$ cat config.mk
export PLATFORM = sky130hd
export DESIGN_NAME = gbcs_bus_cmd
export DESIGN_NICKNAME = d
export VERILOG_FILES = /design/src/common/gbcs_pkg.sv /design/src/verilog/gbcs_msg_sync.sv /design/src/verilog/gbcs_bus_cmd.sv
export SDC_FILE = /design/constraint.sdc
export NUM_CORES = 1
export LEC_CHECK = 0
export BUFFER_PORTS_ARGS = -buffer_cell sky130_fd_sc_hd__buf_4
export CORE_MARGIN = 2
export CORE_UTILIZATION = 48
export CTS_CLUSTER_DIAMETER = 100
export DETAILED_ROUTE_END_ITERATION = 8
export HOLD_SLACK_MARGIN = 0.06
export PLACE_DENSITY = 0.93
export SETUP_SLACK_MARGIN = 0.05
export SKIP_LAST_GASP = 1
export SYNTH_ARGS = -nofsm -noshare
export SYNTH_HDL_FRONTEND = slang
export SYNTH_SLANG_ARGS = --single-unit
$ cat constraint.sdc
create_clock -name sys_clk -period 2.6 [get_ports sys_clk]
set_input_delay 0.26 -clock sys_clk [delete_from_list [all_inputs] [get_ports sys_clk]]
set_output_delay 0.26 -clock sys_clk [all_outputs]
set_load 0.05 [all_outputs]
$ cat src/common/gbcs_pkg.sv
// Package: types and constants for the bus command and status block
package gbcs_pkg;

	// Status byte bit positions
	localparam int STB_ERR_BIT  = 0;
	localparam int STB_OVR_BIT  = 1;
	localparam int STB_UND_BIT  = 2;
	localparam int STB_MC_BIT   = 3;
	localparam int STB_RQS_BIT  = 6;
	localparam logic [7:0] STB_RESET = 8'h00;

	// Service request mask bits (mask command value)
	localparam logic [3:0] MASK_ERR = 4'h1;
	localparam logic [3:0] MASK_OVR = 4'h2;
	localparam logic [3:0] MASK_UND = 4'h4;
	localparam logic [3:0] MASK_OPC = 4'h8;
	localparam logic [3:0] MASK_RESET = 4'h0;

	// Measurement modes
	typedef enum logic [2:0] {
		GBCS_MEAS_FWD_CW  = 3'b000,
		GBCS_MEAS_FWD_DBM = 3'b001,
		GBCS_MEAS_REF_CW  = 3'b010,
		GBCS_MEAS_REF_DBM = 3'b011,
		GBCS_MEAS_SWR     = 3'b100,
		GBCS_MEAS_RLOSS   = 3'b101,
		GBCS_MEAS_MIN     = 3'b110,
		GBCS_MEAS_MAX     = 3'b111
	} gbcs_meas_t;

	// Trigger modes
	typedef enum logic [2:0] {
		GBCS_TRG_CONT_TALK  = 3'b000,
		GBCS_TRG_ONE_TALK   = 3'b001,
		GBCS_TRG_CONT_GET   = 3'b010,
		GBCS_TRG_ONE_GET    = 3'b011,
		GBCS_TRG_CONT_MEAS  = 3'b100,
		GBCS_TRG_ONE_MEAS   = 3'b101
	} gbcs_trig_t;

	// Terminator modes
	typedef enum logic [1:0] {
		GBCS_TERM_CRLF = 2'b00,
		GBCS_TERM_CR   = 2'b01,
		GBCS_TERM_NONE = 2'b10
	} gbcs_term_t;

	// Decoded interface messages, one pulse each
	typedef struct packed {
		logic go_to_local;
		logic local_lockout;
		logic device_clear;
		logic sel_device_clear;
		logic group_trigger;
		logic poll_enable;
		logic poll_disable;
		logic my_listen;
		logic my_talk;
		logic unlisten;
		logic untalk;
	} gbcs_msg_t;

	// Device settings restored by a clear
	typedef struct packed {
		gbcs_meas_t meas_mode;
		logic       auto_range_on;
		gbcs_term_t terminators;
		logic       prefixes_on;
		gbcs_trig_t trig_mode;
		logic [3:0] srq_mask;
		logic       eoi_on_final_byte;
	} gbcs_cfg_t;

	localparam gbcs_cfg_t CFG_DEFAULT = '{
		meas_mode:         GBCS_MEAS_FWD_CW,
		auto_range_on:     1'b1,
		terminators:       GBCS_TERM_CRLF,
		prefixes_on:       1'b1,
		trig_mode:         GBCS_TRG_ONE_TALK,
		srq_mask:          MASK_RESET,
		eoi_on_final_byte: 1'b1
	};

	// Interface state indications
	typedef struct packed {
		logic remote;
		logic lockout;
		logic listen;
		logic talk;
	} gbcs_ind_t;

endpackage : gbcs_pkg

$ cat src/verilog/gbcs_msg_sync.sv
// Two-stage synchroniser for the bus management lines
`timescale 1ns/100ps
module gbcs_msg_sync #(
	parameter int WIDTH = 2
) (
	// Clock and reset
	input  wire logic             sys_clk,
	input  wire logic             reset,
	// Lines
	input  wire logic [WIDTH-1:0] async_in,
	output logic      [WIDTH-1:0] sync_out
);

	initial begin
		if (WIDTH < 1) $error("gbcs_msg_sync: WIDTH must be positive");
	end

	logic [WIDTH-1:0] meta_r;

	// First stage feeds only the second stage
	always_ff @(posedge sys_clk or posedge reset) begin
		if (reset) begin
			meta_r   <= '0;
			sync_out <= '0;
		end else begin
			meta_r   <= async_in;
			sync_out <= meta_r;
		end
	end

endmodule : gbcs_msg_sync

$ cat src/verilog/gbcs_bus_cmd.sv
// Device-side general bus command handling and serial poll status byte
// Operation
// - Remote entered only when addressed to listen with remote enable true.
// - Entering remote turns on the remote indication.
// - Go-to-local returns to local but keeps lockout in force.
// - Go-to-local clears remote indication; listen indication stays unchanged.
// - Lockout takes effect only while remote enable is asserted.
// - Lockout disables the front-panel push buttons.
// - Lockout clears whenever remote enable is deasserted.
// - Interface clear idles talker and listener and aborts activity.
// - Interface clear drops remote, talk, listen, lockout and their indications.
// - Device clear restores defaults without touching interface mode.
// - Defaults: forward carrier, autorange, CR LF, prefixes, one-shot talk, no SRQ, EOI.
// - Selective clear restores defaults only when addressed.
// - Group trigger starts a measurement only in the two trigger-on-GET modes.
// - In serial poll and addressed to talk, status byte goes on bus.
// - Poll disable clears service-request bit and leaves poll mode.
// - Status bits read one when condition true, zero otherwise.
// - Bit 6 set on service request, cleared when serially polled.
// - Bit 3 set on reading complete, cleared when a reading is requested.
// - Bit 2 set on underrange reading, cleared when a reading is requested.
// - Bit 1 set on overrange reading, cleared when a reading is requested.
// - Bit 0 cleared only by reading the error detail word.
// - Illegal command records an error and is not executed.
// - Service request raised only for mask-enabled conditions.
`timescale 1ns/100ps
module gbcs_bus_cmd
	import gbcs_pkg::*;
(
	// Clock and reset
	input  wire logic               sys_clk,
	input  wire logic               reset,
	// Bus management pins (asynchronous)
	input  wire logic               ren_pin,
	input  wire logic               ifc_pin,
	// Decoded interface messages from the acceptor
	input  wire gbcs_pkg::gbcs_msg_t msg,
	// Device-dependent command results from the parser
	input  wire logic               cfg_wr,
	input  wire gbcs_pkg::gbcs_cfg_t cfg_wdata,
	input  wire logic               cmd_illegal,
	input  wire logic               opt_illegal,
	input  wire logic               selftest_fail,
	input  wire logic               reading_request,
	input  wire logic               error_word_read,
	// Measurement engine
	input  wire logic               reading_done,
	input  wire logic               reading_under,
	input  wire logic               reading_over,
	output logic                    meas_start,
	// Serial poll byte to the talker
	output logic                    poll_byte_valid,
	output logic [7:0]              poll_byte,
	// Service request pin, open collector
	output logic                    srq_out,
	output logic                    srq_oe_n,
	// Front panel and configuration
	output logic                    panel_enable,
	output gbcs_pkg::gbcs_cfg_t     cfg,
	output gbcs_pkg::gbcs_ind_t     ind,
	output logic                    bus_abort
);

	// Whole state of the block
	typedef struct packed {
		gbcs_ind_t  ind;
		logic       spoll;
		gbcs_cfg_t  cfg;
		logic [7:0] stb;
		logic       start;
		logic       abort;
	} gbcs_state_t;

	gbcs_state_t state_r;
	gbcs_state_t state_nxt;
	logic        ren_s;
	logic        ifc_s;

	// Pins pass two flops before use
	gbcs_msg_sync #(
		.WIDTH (2)
	) u_gbcs_msg_sync (
		.sys_clk  (sys_clk),
		.reset    (reset),
		.async_in ({ren_pin, ifc_pin}),
		.sync_out ({ren_s, ifc_s})
	);

	// Trigger modes that respond to group trigger
	function automatic logic on_get(input gbcs_trig_t m);
		return (m == GBCS_TRG_CONT_GET) || (m == GBCS_TRG_ONE_GET);
	endfunction : on_get

	logic addressed;
	logic err_ev;
	logic srq_cause;
	assign addressed = state_r.ind.listen | state_r.ind.talk;
	assign err_ev    = cmd_illegal | opt_illegal | selftest_fail;

	// Next-state logic
	always_comb begin
		state_nxt       = state_r;
		state_nxt.start = 1'b0;
		state_nxt.abort = 1'b0;
		srq_cause       = 1'b0;

		// Addressing
		if (msg.my_listen) begin
			state_nxt.ind.listen = 1'b1;
		end
		if (msg.unlisten) begin
			state_nxt.ind.listen = 1'b0;
		end
		if (msg.my_talk) begin
			state_nxt.ind.talk = 1'b1;
			state_nxt.ind.listen = msg.my_listen ? 1'b1 : state_nxt.ind.listen;
		end
		if (msg.untalk) begin
			state_nxt.ind.talk = 1'b0;
		end

		// Remote entry when addressed to listen under remote enable
		if (ren_s && msg.my_listen) begin
			state_nxt.ind.remote = 1'b1;
		end
		// Go-to-local keeps lockout and listen
		if (msg.go_to_local) begin
			state_nxt.ind.remote = 1'b0;
		end
		// Lockout only under remote enable
		if (msg.local_lockout && ren_s) begin
			state_nxt.ind.lockout = 1'b1;
		end
		// Remote enable dropped clears remote and lockout
		if (!ren_s) begin
			state_nxt.ind.remote  = 1'b0;
			state_nxt.ind.lockout = 1'b0;
		end

		// Serial poll mode
		if (msg.poll_enable) begin
			state_nxt.spoll = 1'b1;
		end
		if (msg.poll_disable) begin
			state_nxt.spoll = 1'b0;
		end

		// Configuration from parser; writes flagged cmd_illegal or opt_illegal are dropped here
		if (cfg_wr && !cmd_illegal && !opt_illegal) begin
			state_nxt.cfg = cfg_wdata;
		end
		// Device clear, selective only when addressed; interface mode kept
		if (msg.device_clear || (msg.sel_device_clear && addressed)) begin
			state_nxt.cfg = CFG_DEFAULT;
		end

		// Group trigger only in the trigger-on-GET modes
		if (msg.group_trigger && on_get(state_r.cfg.trig_mode)) begin
			state_nxt.start = 1'b1;
		end

		// Status clears first, so a same-cycle event wins
		if (reading_request) begin
			state_nxt.stb[STB_MC_BIT]  = 1'b0;
			state_nxt.stb[STB_UND_BIT] = 1'b0;
			state_nxt.stb[STB_OVR_BIT] = 1'b0;
		end
		if (error_word_read) begin
			state_nxt.stb[STB_ERR_BIT] = 1'b0;
		end
		if (msg.poll_disable || (state_r.spoll && state_r.ind.talk && poll_byte_valid)) begin
			state_nxt.stb[STB_RQS_BIT] = 1'b0;
		end
		if (reading_done) begin
			state_nxt.stb[STB_MC_BIT] = 1'b1;
			if (reading_under) begin
				state_nxt.stb[STB_UND_BIT] = 1'b1;
			end
			if (reading_over) begin
				state_nxt.stb[STB_OVR_BIT] = 1'b1;
			end
		end
		if (err_ev) begin
			state_nxt.stb[STB_ERR_BIT] = 1'b1;
		end

		// Service request only from enabled sources
		srq_cause = (err_ev && |(state_r.cfg.srq_mask & MASK_ERR))
			|| (reading_done && reading_over && |(state_r.cfg.srq_mask & MASK_OVR))
			|| (reading_done && reading_under && |(state_r.cfg.srq_mask & MASK_UND))
			|| (reading_done && |(state_r.cfg.srq_mask & MASK_OPC));
		if (srq_cause) begin
			state_nxt.stb[STB_RQS_BIT] = 1'b1;
		end
		state_nxt.stb[7] = 1'b0;
		state_nxt.stb[5] = 1'b0;
		state_nxt.stb[4] = 1'b0;

		// Interface clear overrides everything on the interface side
		if (ifc_s) begin
			state_nxt.ind   = '0;
			state_nxt.spoll = 1'b0;
			state_nxt.abort = 1'b1;
		end
	end

	// State register
	always_ff @(posedge sys_clk or posedge reset) begin
		if (reset) begin
			state_r       <= '0;
			state_r.cfg   <= CFG_DEFAULT;
			state_r.stb   <= STB_RESET;
		end else begin
			state_r <= state_nxt;
		end
	end

	// Outputs; byte offered while polled and talking
	assign poll_byte_valid = state_r.spoll & state_r.ind.talk;
	assign poll_byte       = state_r.stb;
	assign srq_out         = 1'b0;
	assign srq_oe_n        = ~state_r.stb[STB_RQS_BIT];
	assign panel_enable    = ~state_r.ind.lockout;
	assign cfg             = state_r.cfg;
	assign ind             = state_r.ind;
	assign meas_start      = state_r.start;
	assign bus_abort       = state_r.abort;

	// Assertions
	a_llo_needs_ren: assert property (@(posedge sys_clk) disable iff (reset)
		!ren_s |=> !state_r.ind.lockout)
		else $error("lockout held without remote enable");
	a_remote_needs_ren: assert property (@(posedge sys_clk) disable iff (reset)
		$rose(state_r.ind.remote) |-> $past(ren_s) && $past(msg.my_listen))
		else $error("remote entered without addressing");
	a_gtl_keeps_llo: assert property (@(posedge sys_clk) disable iff (reset)
		msg.go_to_local && state_r.ind.lockout && ren_s && !ifc_s
		|=> !state_r.ind.remote && state_r.ind.lockout)
		else $error("go to local mishandled lockout");
	a_gtl_keeps_listen: assert property (@(posedge sys_clk) disable iff (reset)
		msg.go_to_local && state_r.ind.listen && !msg.unlisten && !ifc_s
		|=> state_r.ind.listen)
		else $error("go to local dropped listen");
	a_ifc_idles_all: assert property (@(posedge sys_clk) disable iff (reset)
		ifc_s |=> state_r.ind == '0 && bus_abort)
		else $error("interface clear left state");
	a_sdc_unaddr: assert property (@(posedge sys_clk) disable iff (reset)
		msg.sel_device_clear && !addressed && !msg.device_clear && !cfg_wr
		|=> $stable(cfg))
		else $error("unaddressed selective clear acted");
	a_dcl_default: assert property (@(posedge sys_clk) disable iff (reset)
		msg.device_clear |=> cfg == CFG_DEFAULT)
		else $error("device clear did not restore defaults");
	a_get_mode: assert property (@(posedge sys_clk) disable iff (reset)
		meas_start |-> $past(msg.group_trigger) && on_get($past(state_r.cfg.trig_mode)))
		else $error("trigger outside group trigger mode");
	a_unused_zero: assert property (@(posedge sys_clk) disable iff (reset)
		poll_byte[7] == 1'b0 && poll_byte[5:4] == 2'b00)
		else $error("unused status bits set");
	a_err_sticky: assert property (@(posedge sys_clk) disable iff (reset)
		poll_byte[STB_ERR_BIT] && !error_word_read |=> poll_byte[STB_ERR_BIT])
		else $error("error bit cleared without detail read");
	a_srq_pin: assert property (@(posedge sys_clk) disable iff (reset)
		srq_oe_n == !poll_byte[STB_RQS_BIT] && panel_enable == !ind.lockout)
		else $error("service request pin mismatch");
	a_spd_clears: assert property (@(posedge sys_clk) disable iff (reset)
		msg.poll_disable && !srq_cause |=> !poll_byte[STB_RQS_BIT] && !state_r.spoll)
		else $error("poll disable did not clear");

	// Interface mode: remote, lockout, abort and clears; group trigger and illegal writes
	a_remote_ind: assert property (@(posedge sys_clk) disable iff (reset)
		ren_s && msg.my_listen && !msg.go_to_local && !ifc_s |=> state_r.ind.remote)
		else $error("remote indication not turned on");
	a_llo_refused: assert property (@(posedge sys_clk) disable iff (reset)
		msg.local_lockout && !ren_s |=> !state_r.ind.lockout)
		else $error("lockout taken without remote enable");
	a_panel_lock: assert property (@(posedge sys_clk) disable iff (reset)
		$rose(state_r.ind.lockout) |-> !panel_enable && $past(ren_s) && $past(msg.local_lockout))
		else $error("panel left enabled under lockout");
	a_abort_cause: assert property (@(posedge sys_clk) disable iff (reset)
		bus_abort |-> $past(ifc_s))
		else $error("abort without interface clear");
	a_dcl_keeps_mode: assert property (@(posedge sys_clk) disable iff (reset)
		msg.device_clear && $onehot(msg) && ren_s && !ifc_s |=> $stable(ind))
		else $error("device clear changed interface mode");
	a_default_values: assert property (@(posedge sys_clk) disable iff (reset)
		msg.device_clear |=> cfg.meas_mode == GBCS_MEAS_FWD_CW && cfg.auto_range_on
		&& cfg.terminators == GBCS_TERM_CRLF && cfg.prefixes_on
		&& cfg.trig_mode == GBCS_TRG_ONE_TALK && cfg.srq_mask == 4'h0 && cfg.eoi_on_final_byte)
		else $error("default settings wrong");
	a_sdc_addr: assert property (@(posedge sys_clk) disable iff (reset)
		msg.sel_device_clear && addressed |=> cfg == CFG_DEFAULT)
		else $error("addressed selective clear ignored");
	a_get_ignored: assert property (@(posedge sys_clk) disable iff (reset)
		msg.group_trigger && !on_get(state_r.cfg.trig_mode) |=> !meas_start)
		else $error("group trigger acted in wrong mode");
	a_illegal_nowrite: assert property (@(posedge sys_clk) disable iff (reset)
		cfg_wr && (cmd_illegal || opt_illegal) && !msg.device_clear && !msg.sel_device_clear
		|=> $stable(cfg))
		else $error("illegal command was executed");

	// Poll byte offered to the talker
	a_poll_valid: assert property (@(posedge sys_clk) disable iff (reset)
		msg.poll_enable && msg.my_talk && !msg.poll_disable && !msg.untalk && !ifc_s
		|=> poll_byte_valid)
		else $error("status byte not offered");

	// Status bits; set wins, so clears are checked only without a same-cycle event
	a_mc_set: assert property (@(posedge sys_clk) disable iff (reset)
		reading_done |=> poll_byte[STB_MC_BIT])
		else $error("complete bit not set");
	a_mc_clear: assert property (@(posedge sys_clk) disable iff (reset)
		reading_request && !reading_done
		|=> !poll_byte[STB_MC_BIT] && !poll_byte[STB_UND_BIT] && !poll_byte[STB_OVR_BIT])
		else $error("reading request did not clear");
	a_under_set: assert property (@(posedge sys_clk) disable iff (reset)
		reading_done && reading_under |=> poll_byte[STB_UND_BIT])
		else $error("underrange bit not set");
	a_over_set: assert property (@(posedge sys_clk) disable iff (reset)
		reading_done && reading_over |=> poll_byte[STB_OVR_BIT])
		else $error("overrange bit not set");
	a_over_cause: assert property (@(posedge sys_clk) disable iff (reset)
		$rose(poll_byte[STB_OVR_BIT]) |-> $past(reading_done) && $past(reading_over))
		else $error("overrange bit set without cause");
	a_err_set: assert property (@(posedge sys_clk) disable iff (reset)
		err_ev |=> poll_byte[STB_ERR_BIT])
		else $error("error bit not set");
	a_srq_set: assert property (@(posedge sys_clk) disable iff (reset)
		srq_cause |=> poll_byte[STB_RQS_BIT])
		else $error("request bit not set");
	a_srq_masked: assert property (@(posedge sys_clk) disable iff (reset)
		$rose(poll_byte[STB_RQS_BIT]) |-> $past(srq_cause))
		else $error("request from a masked source");
	a_rqs_polled: assert property (@(posedge sys_clk) disable iff (reset)
		poll_byte_valid && !srq_cause |=> !poll_byte[STB_RQS_BIT])
		else $error("request bit survived the poll");

	// Coverage of main scenarios
	c_remote_lockout: cover property (@(posedge sys_clk) disable iff (reset)
		state_r.ind.remote && state_r.ind.lockout);
	c_poll_served: cover property (@(posedge sys_clk) disable iff (reset)
		poll_byte_valid && poll_byte[STB_RQS_BIT]);
	c_get_trigger: cover property (@(posedge sys_clk) disable iff (reset) meas_start);
	c_ifc_abort: cover property (@(posedge sys_clk) disable iff (reset) bus_abort);
	c_sel_clear: cover property (@(posedge sys_clk) disable iff (reset)
		msg.sel_device_clear && addressed);

endmodule : gbcs_bus_cmd

==> results.md <==
* Status: completed
* Main synth FF type: dfrtp_1
* Fin. Hold Viols at 0
* Ys Warns at 0
* Vias in the first global route at 1042
* Die X at 58.0 um
* Post-synth top cells: 31 x nand2_1, 28 x buf_4, 27 x dfrtp_1, 12 x a21oi_1, 6 x inv_1
* Share of layout cells above drive strength 1 at 0.411
* Port Buffers at 67
* Synth Instances at 142
* Met3 Track Usage GR at 0.0558
* Worst Path Max Fanout at 4
* Clock Skew at 0.00546 ns
* Pwr Density at 550 mW/mm^2
* Met1 Use GR at 0.210
* Design Power at 0.993 mW
* Initial antenna violation count at 0
* IO Pins at 72
* Root buf cell: clkbuf_4
* Busiest layer in global routing: met2
* Largest cells by area after synthesis: dfrtp_1 48%, buf_4 15%, nand2_1 8.3%, dfstp_2 7.5%, a21oi_1 4.3%
* Gr ovfl total at 0
* DIE HEIGHT at 58.0 um
* First-pass DRT Iterations at 4
* Core Util, Final at 0.655
* Max-cap violations at 0
* Core ar. at 0.00276 mm^2
* Die area at 0.00337 mm^2
* Critical path type: flop to primary output
* Synth top area share at 0.482
* Area grow syn2layout at 28.9%
* Post-synth EDFFs at 0
* # fillers at 229
* Vias per cell at 4.78
* Clock latency on the worst-skew pair at 0.32 ns
* CTS Sinks at 31
* Max Slew Vio Count at 0
* Final Setup Violations at 0
* Cell taking the most area after synthesis: dfrtp_1
* Register bit total from synthesis at 31
* Largest net degree at the start of global routing at 32
* Gpl congestion at 0.731
* Final WL at 2930 um
* Min Hold Slack at 0.0818 ns
* 1st-iter DRT viols at 41
* CP arrival at 1.09 ns
* Startpoint type of the worst setup path: flop
* Async S/R FF share, synth at 1.00
* Antenna viol nets, final at 0
* DR vias at 1067
* Post-Syn Area at 0.00140 mm^2
* DPL Wire Length at 2250 um
* Gr usage total at 0.186
* Critical path data required time at 2.34 ns
* Relative slew margins at 0.433
* Worst Hold Class: input port to flop
* Effective utilization at floorplan at 0.508
* Wire per inst at 13.2 um
* Post-CTS Setup Bufs at 0
* Grt met2 use at 0.325
* Total Neg Setup Slack at 0 ns
* Tmin final at 1.35 ns
* Fmax at 740 MHz
* H-tree levels at 2
* Total CTS buffers at 5
* RSZ-0062 raised after global routing: false
* FP Rows at 19
* Sequential cell area fraction in the yosys report at 0.557
* Global-route wire length before repair at 4530 um
* Syn avg cell area at 9.87 um^2
* Final net count at 230
* Worst-path clk slew at 0.09 ns
* Netlist cell types at 24
* VDD IR max at 0.427 mV
* Count leader, synth: nand2_1
* Period utilization at 0.520
* CTS tree: built
* DRC viols at 0
* Crit end category: primary output
* Clk buf depth at 2
* Ant. Diodes at 0
* Leakage at 0.928 nW
* Worst-margin pin slew at 0.846 ns
==> through the flow <==
| stage | cells | cell area, um^2 | worst slack, ns |
|---|---|---|---|
| CTS | 223 | 1810 | 1.24 |
| detailed placement | 212 | 1730 | 1.10 |
| global route | 223 | 1810 | 1.18 |
| floorplan | 145 | 1410 | 1.34 |
| global placement | 212 | 1730 | 1.20 |
| finish | 223 | 1810 | 1.25 |
==> cell usage in the layout, fill, tap and decap left out, drive strengths merged <==
master / n
a21oi: 12
and3b: 1
nor3: 4
nor2: 5
o21ai: 2
or3: 1
or3b: 1
clkbuf: 7
and2: 1
nand2: 31
dfrtp: 27
conb: 4
clkinv: 1
a22o: 2
buf: 68
dlygate4sd3: 3
nand3: 4
nand2b: 2
nor2b: 1
nor3b: 1
dfstp: 4
a221o: 2
inv: 6
a21o: 2
==> repair_timing <==
item	4_1_cts	5_1_grt
endpoints found under the setup margin	0	0
gates resized for setup	0	0
hold buffers	3	0
hold endpoints to repair	29	0
==> critical path, cell delays in order (launching register included) <==
cell,delay (ns)
dfrtp_1,0.42
and2_1,0.16
buf_4,0.19
==> sequential cells by signal, indices dropped and copies added, names as in the netlist <==
| name | count |
|---|---|
| cfg | 15 |
| poll_byte | 5 |
| ind | 4 |
| u_gbcs_msg_sync.meta_r | 2 |
| u_gbcs_msg_sync.sync_out | 2 |
| bus_abort | 1 |
| meas_start | 1 |
| state_r | 1 |
==> routing by layer <==
| metal | share of wire | wire, um |
|---|---|---|
| met4 | 0.012 | 36 |
| met1 | 0.38 | 1110 |
| met2 | 0.53 | 1560 |
| met5 | 0 | 0 |
| met3 | 0.077 | 227 |
==> cell families (layout without fill, tap and decap cells) <==
kind of cell / count (synthesis) / count (layout) / synth area share
compound gates: 20 / 20 / 0.0875
buf+inv: 38 / 85 / 0.184
flops: 31 / 31 / 0.557
other cells: 1 / 4 / 0.00268
simple gates: 52 / 52 / 0.169
==> power by group <==
group          internal [mW]  switching, mW
logic                 0.0815          0.136
clock network          0.105          0.154
registers              0.505         0.0117
==> final cells by class <==
type                            instances  area [um^2]  area share
Sequential cell                        31          781       0.432
Timing Repair Buffer                   71          541       0.299
Multi-Input combinational cell         76          374       0.207
Clock buffer                            7         45.0      0.0249
Tap cell                               31         38.8      0.0215
Inverter                                6         22.5      0.0125
Clock inverter                          1         5.00     0.00277
==> final timing paths <==
kind / slack, ns / cells past startpoint / from / endpoint
min reg2reg: 0.36 / 0 / u_gbcs_msg_sync.meta_r[1] / u_gbcs_msg_sync.sync_out[1]
max: 1.25 / 2 / ind[0] / poll_byte_valid
max in group asynchronous: 1.72 / 4 / reset / cfg[0]
min in group asynchronous: 0.56 / 4 / reset / ind[3]
min: 0.08 / 2 / msg[0] / ind[0]
max reg2reg: 1.34 / 3 / ind[0] / cfg[10]
No activity file was read; power rests on OpenSTA's default activity.
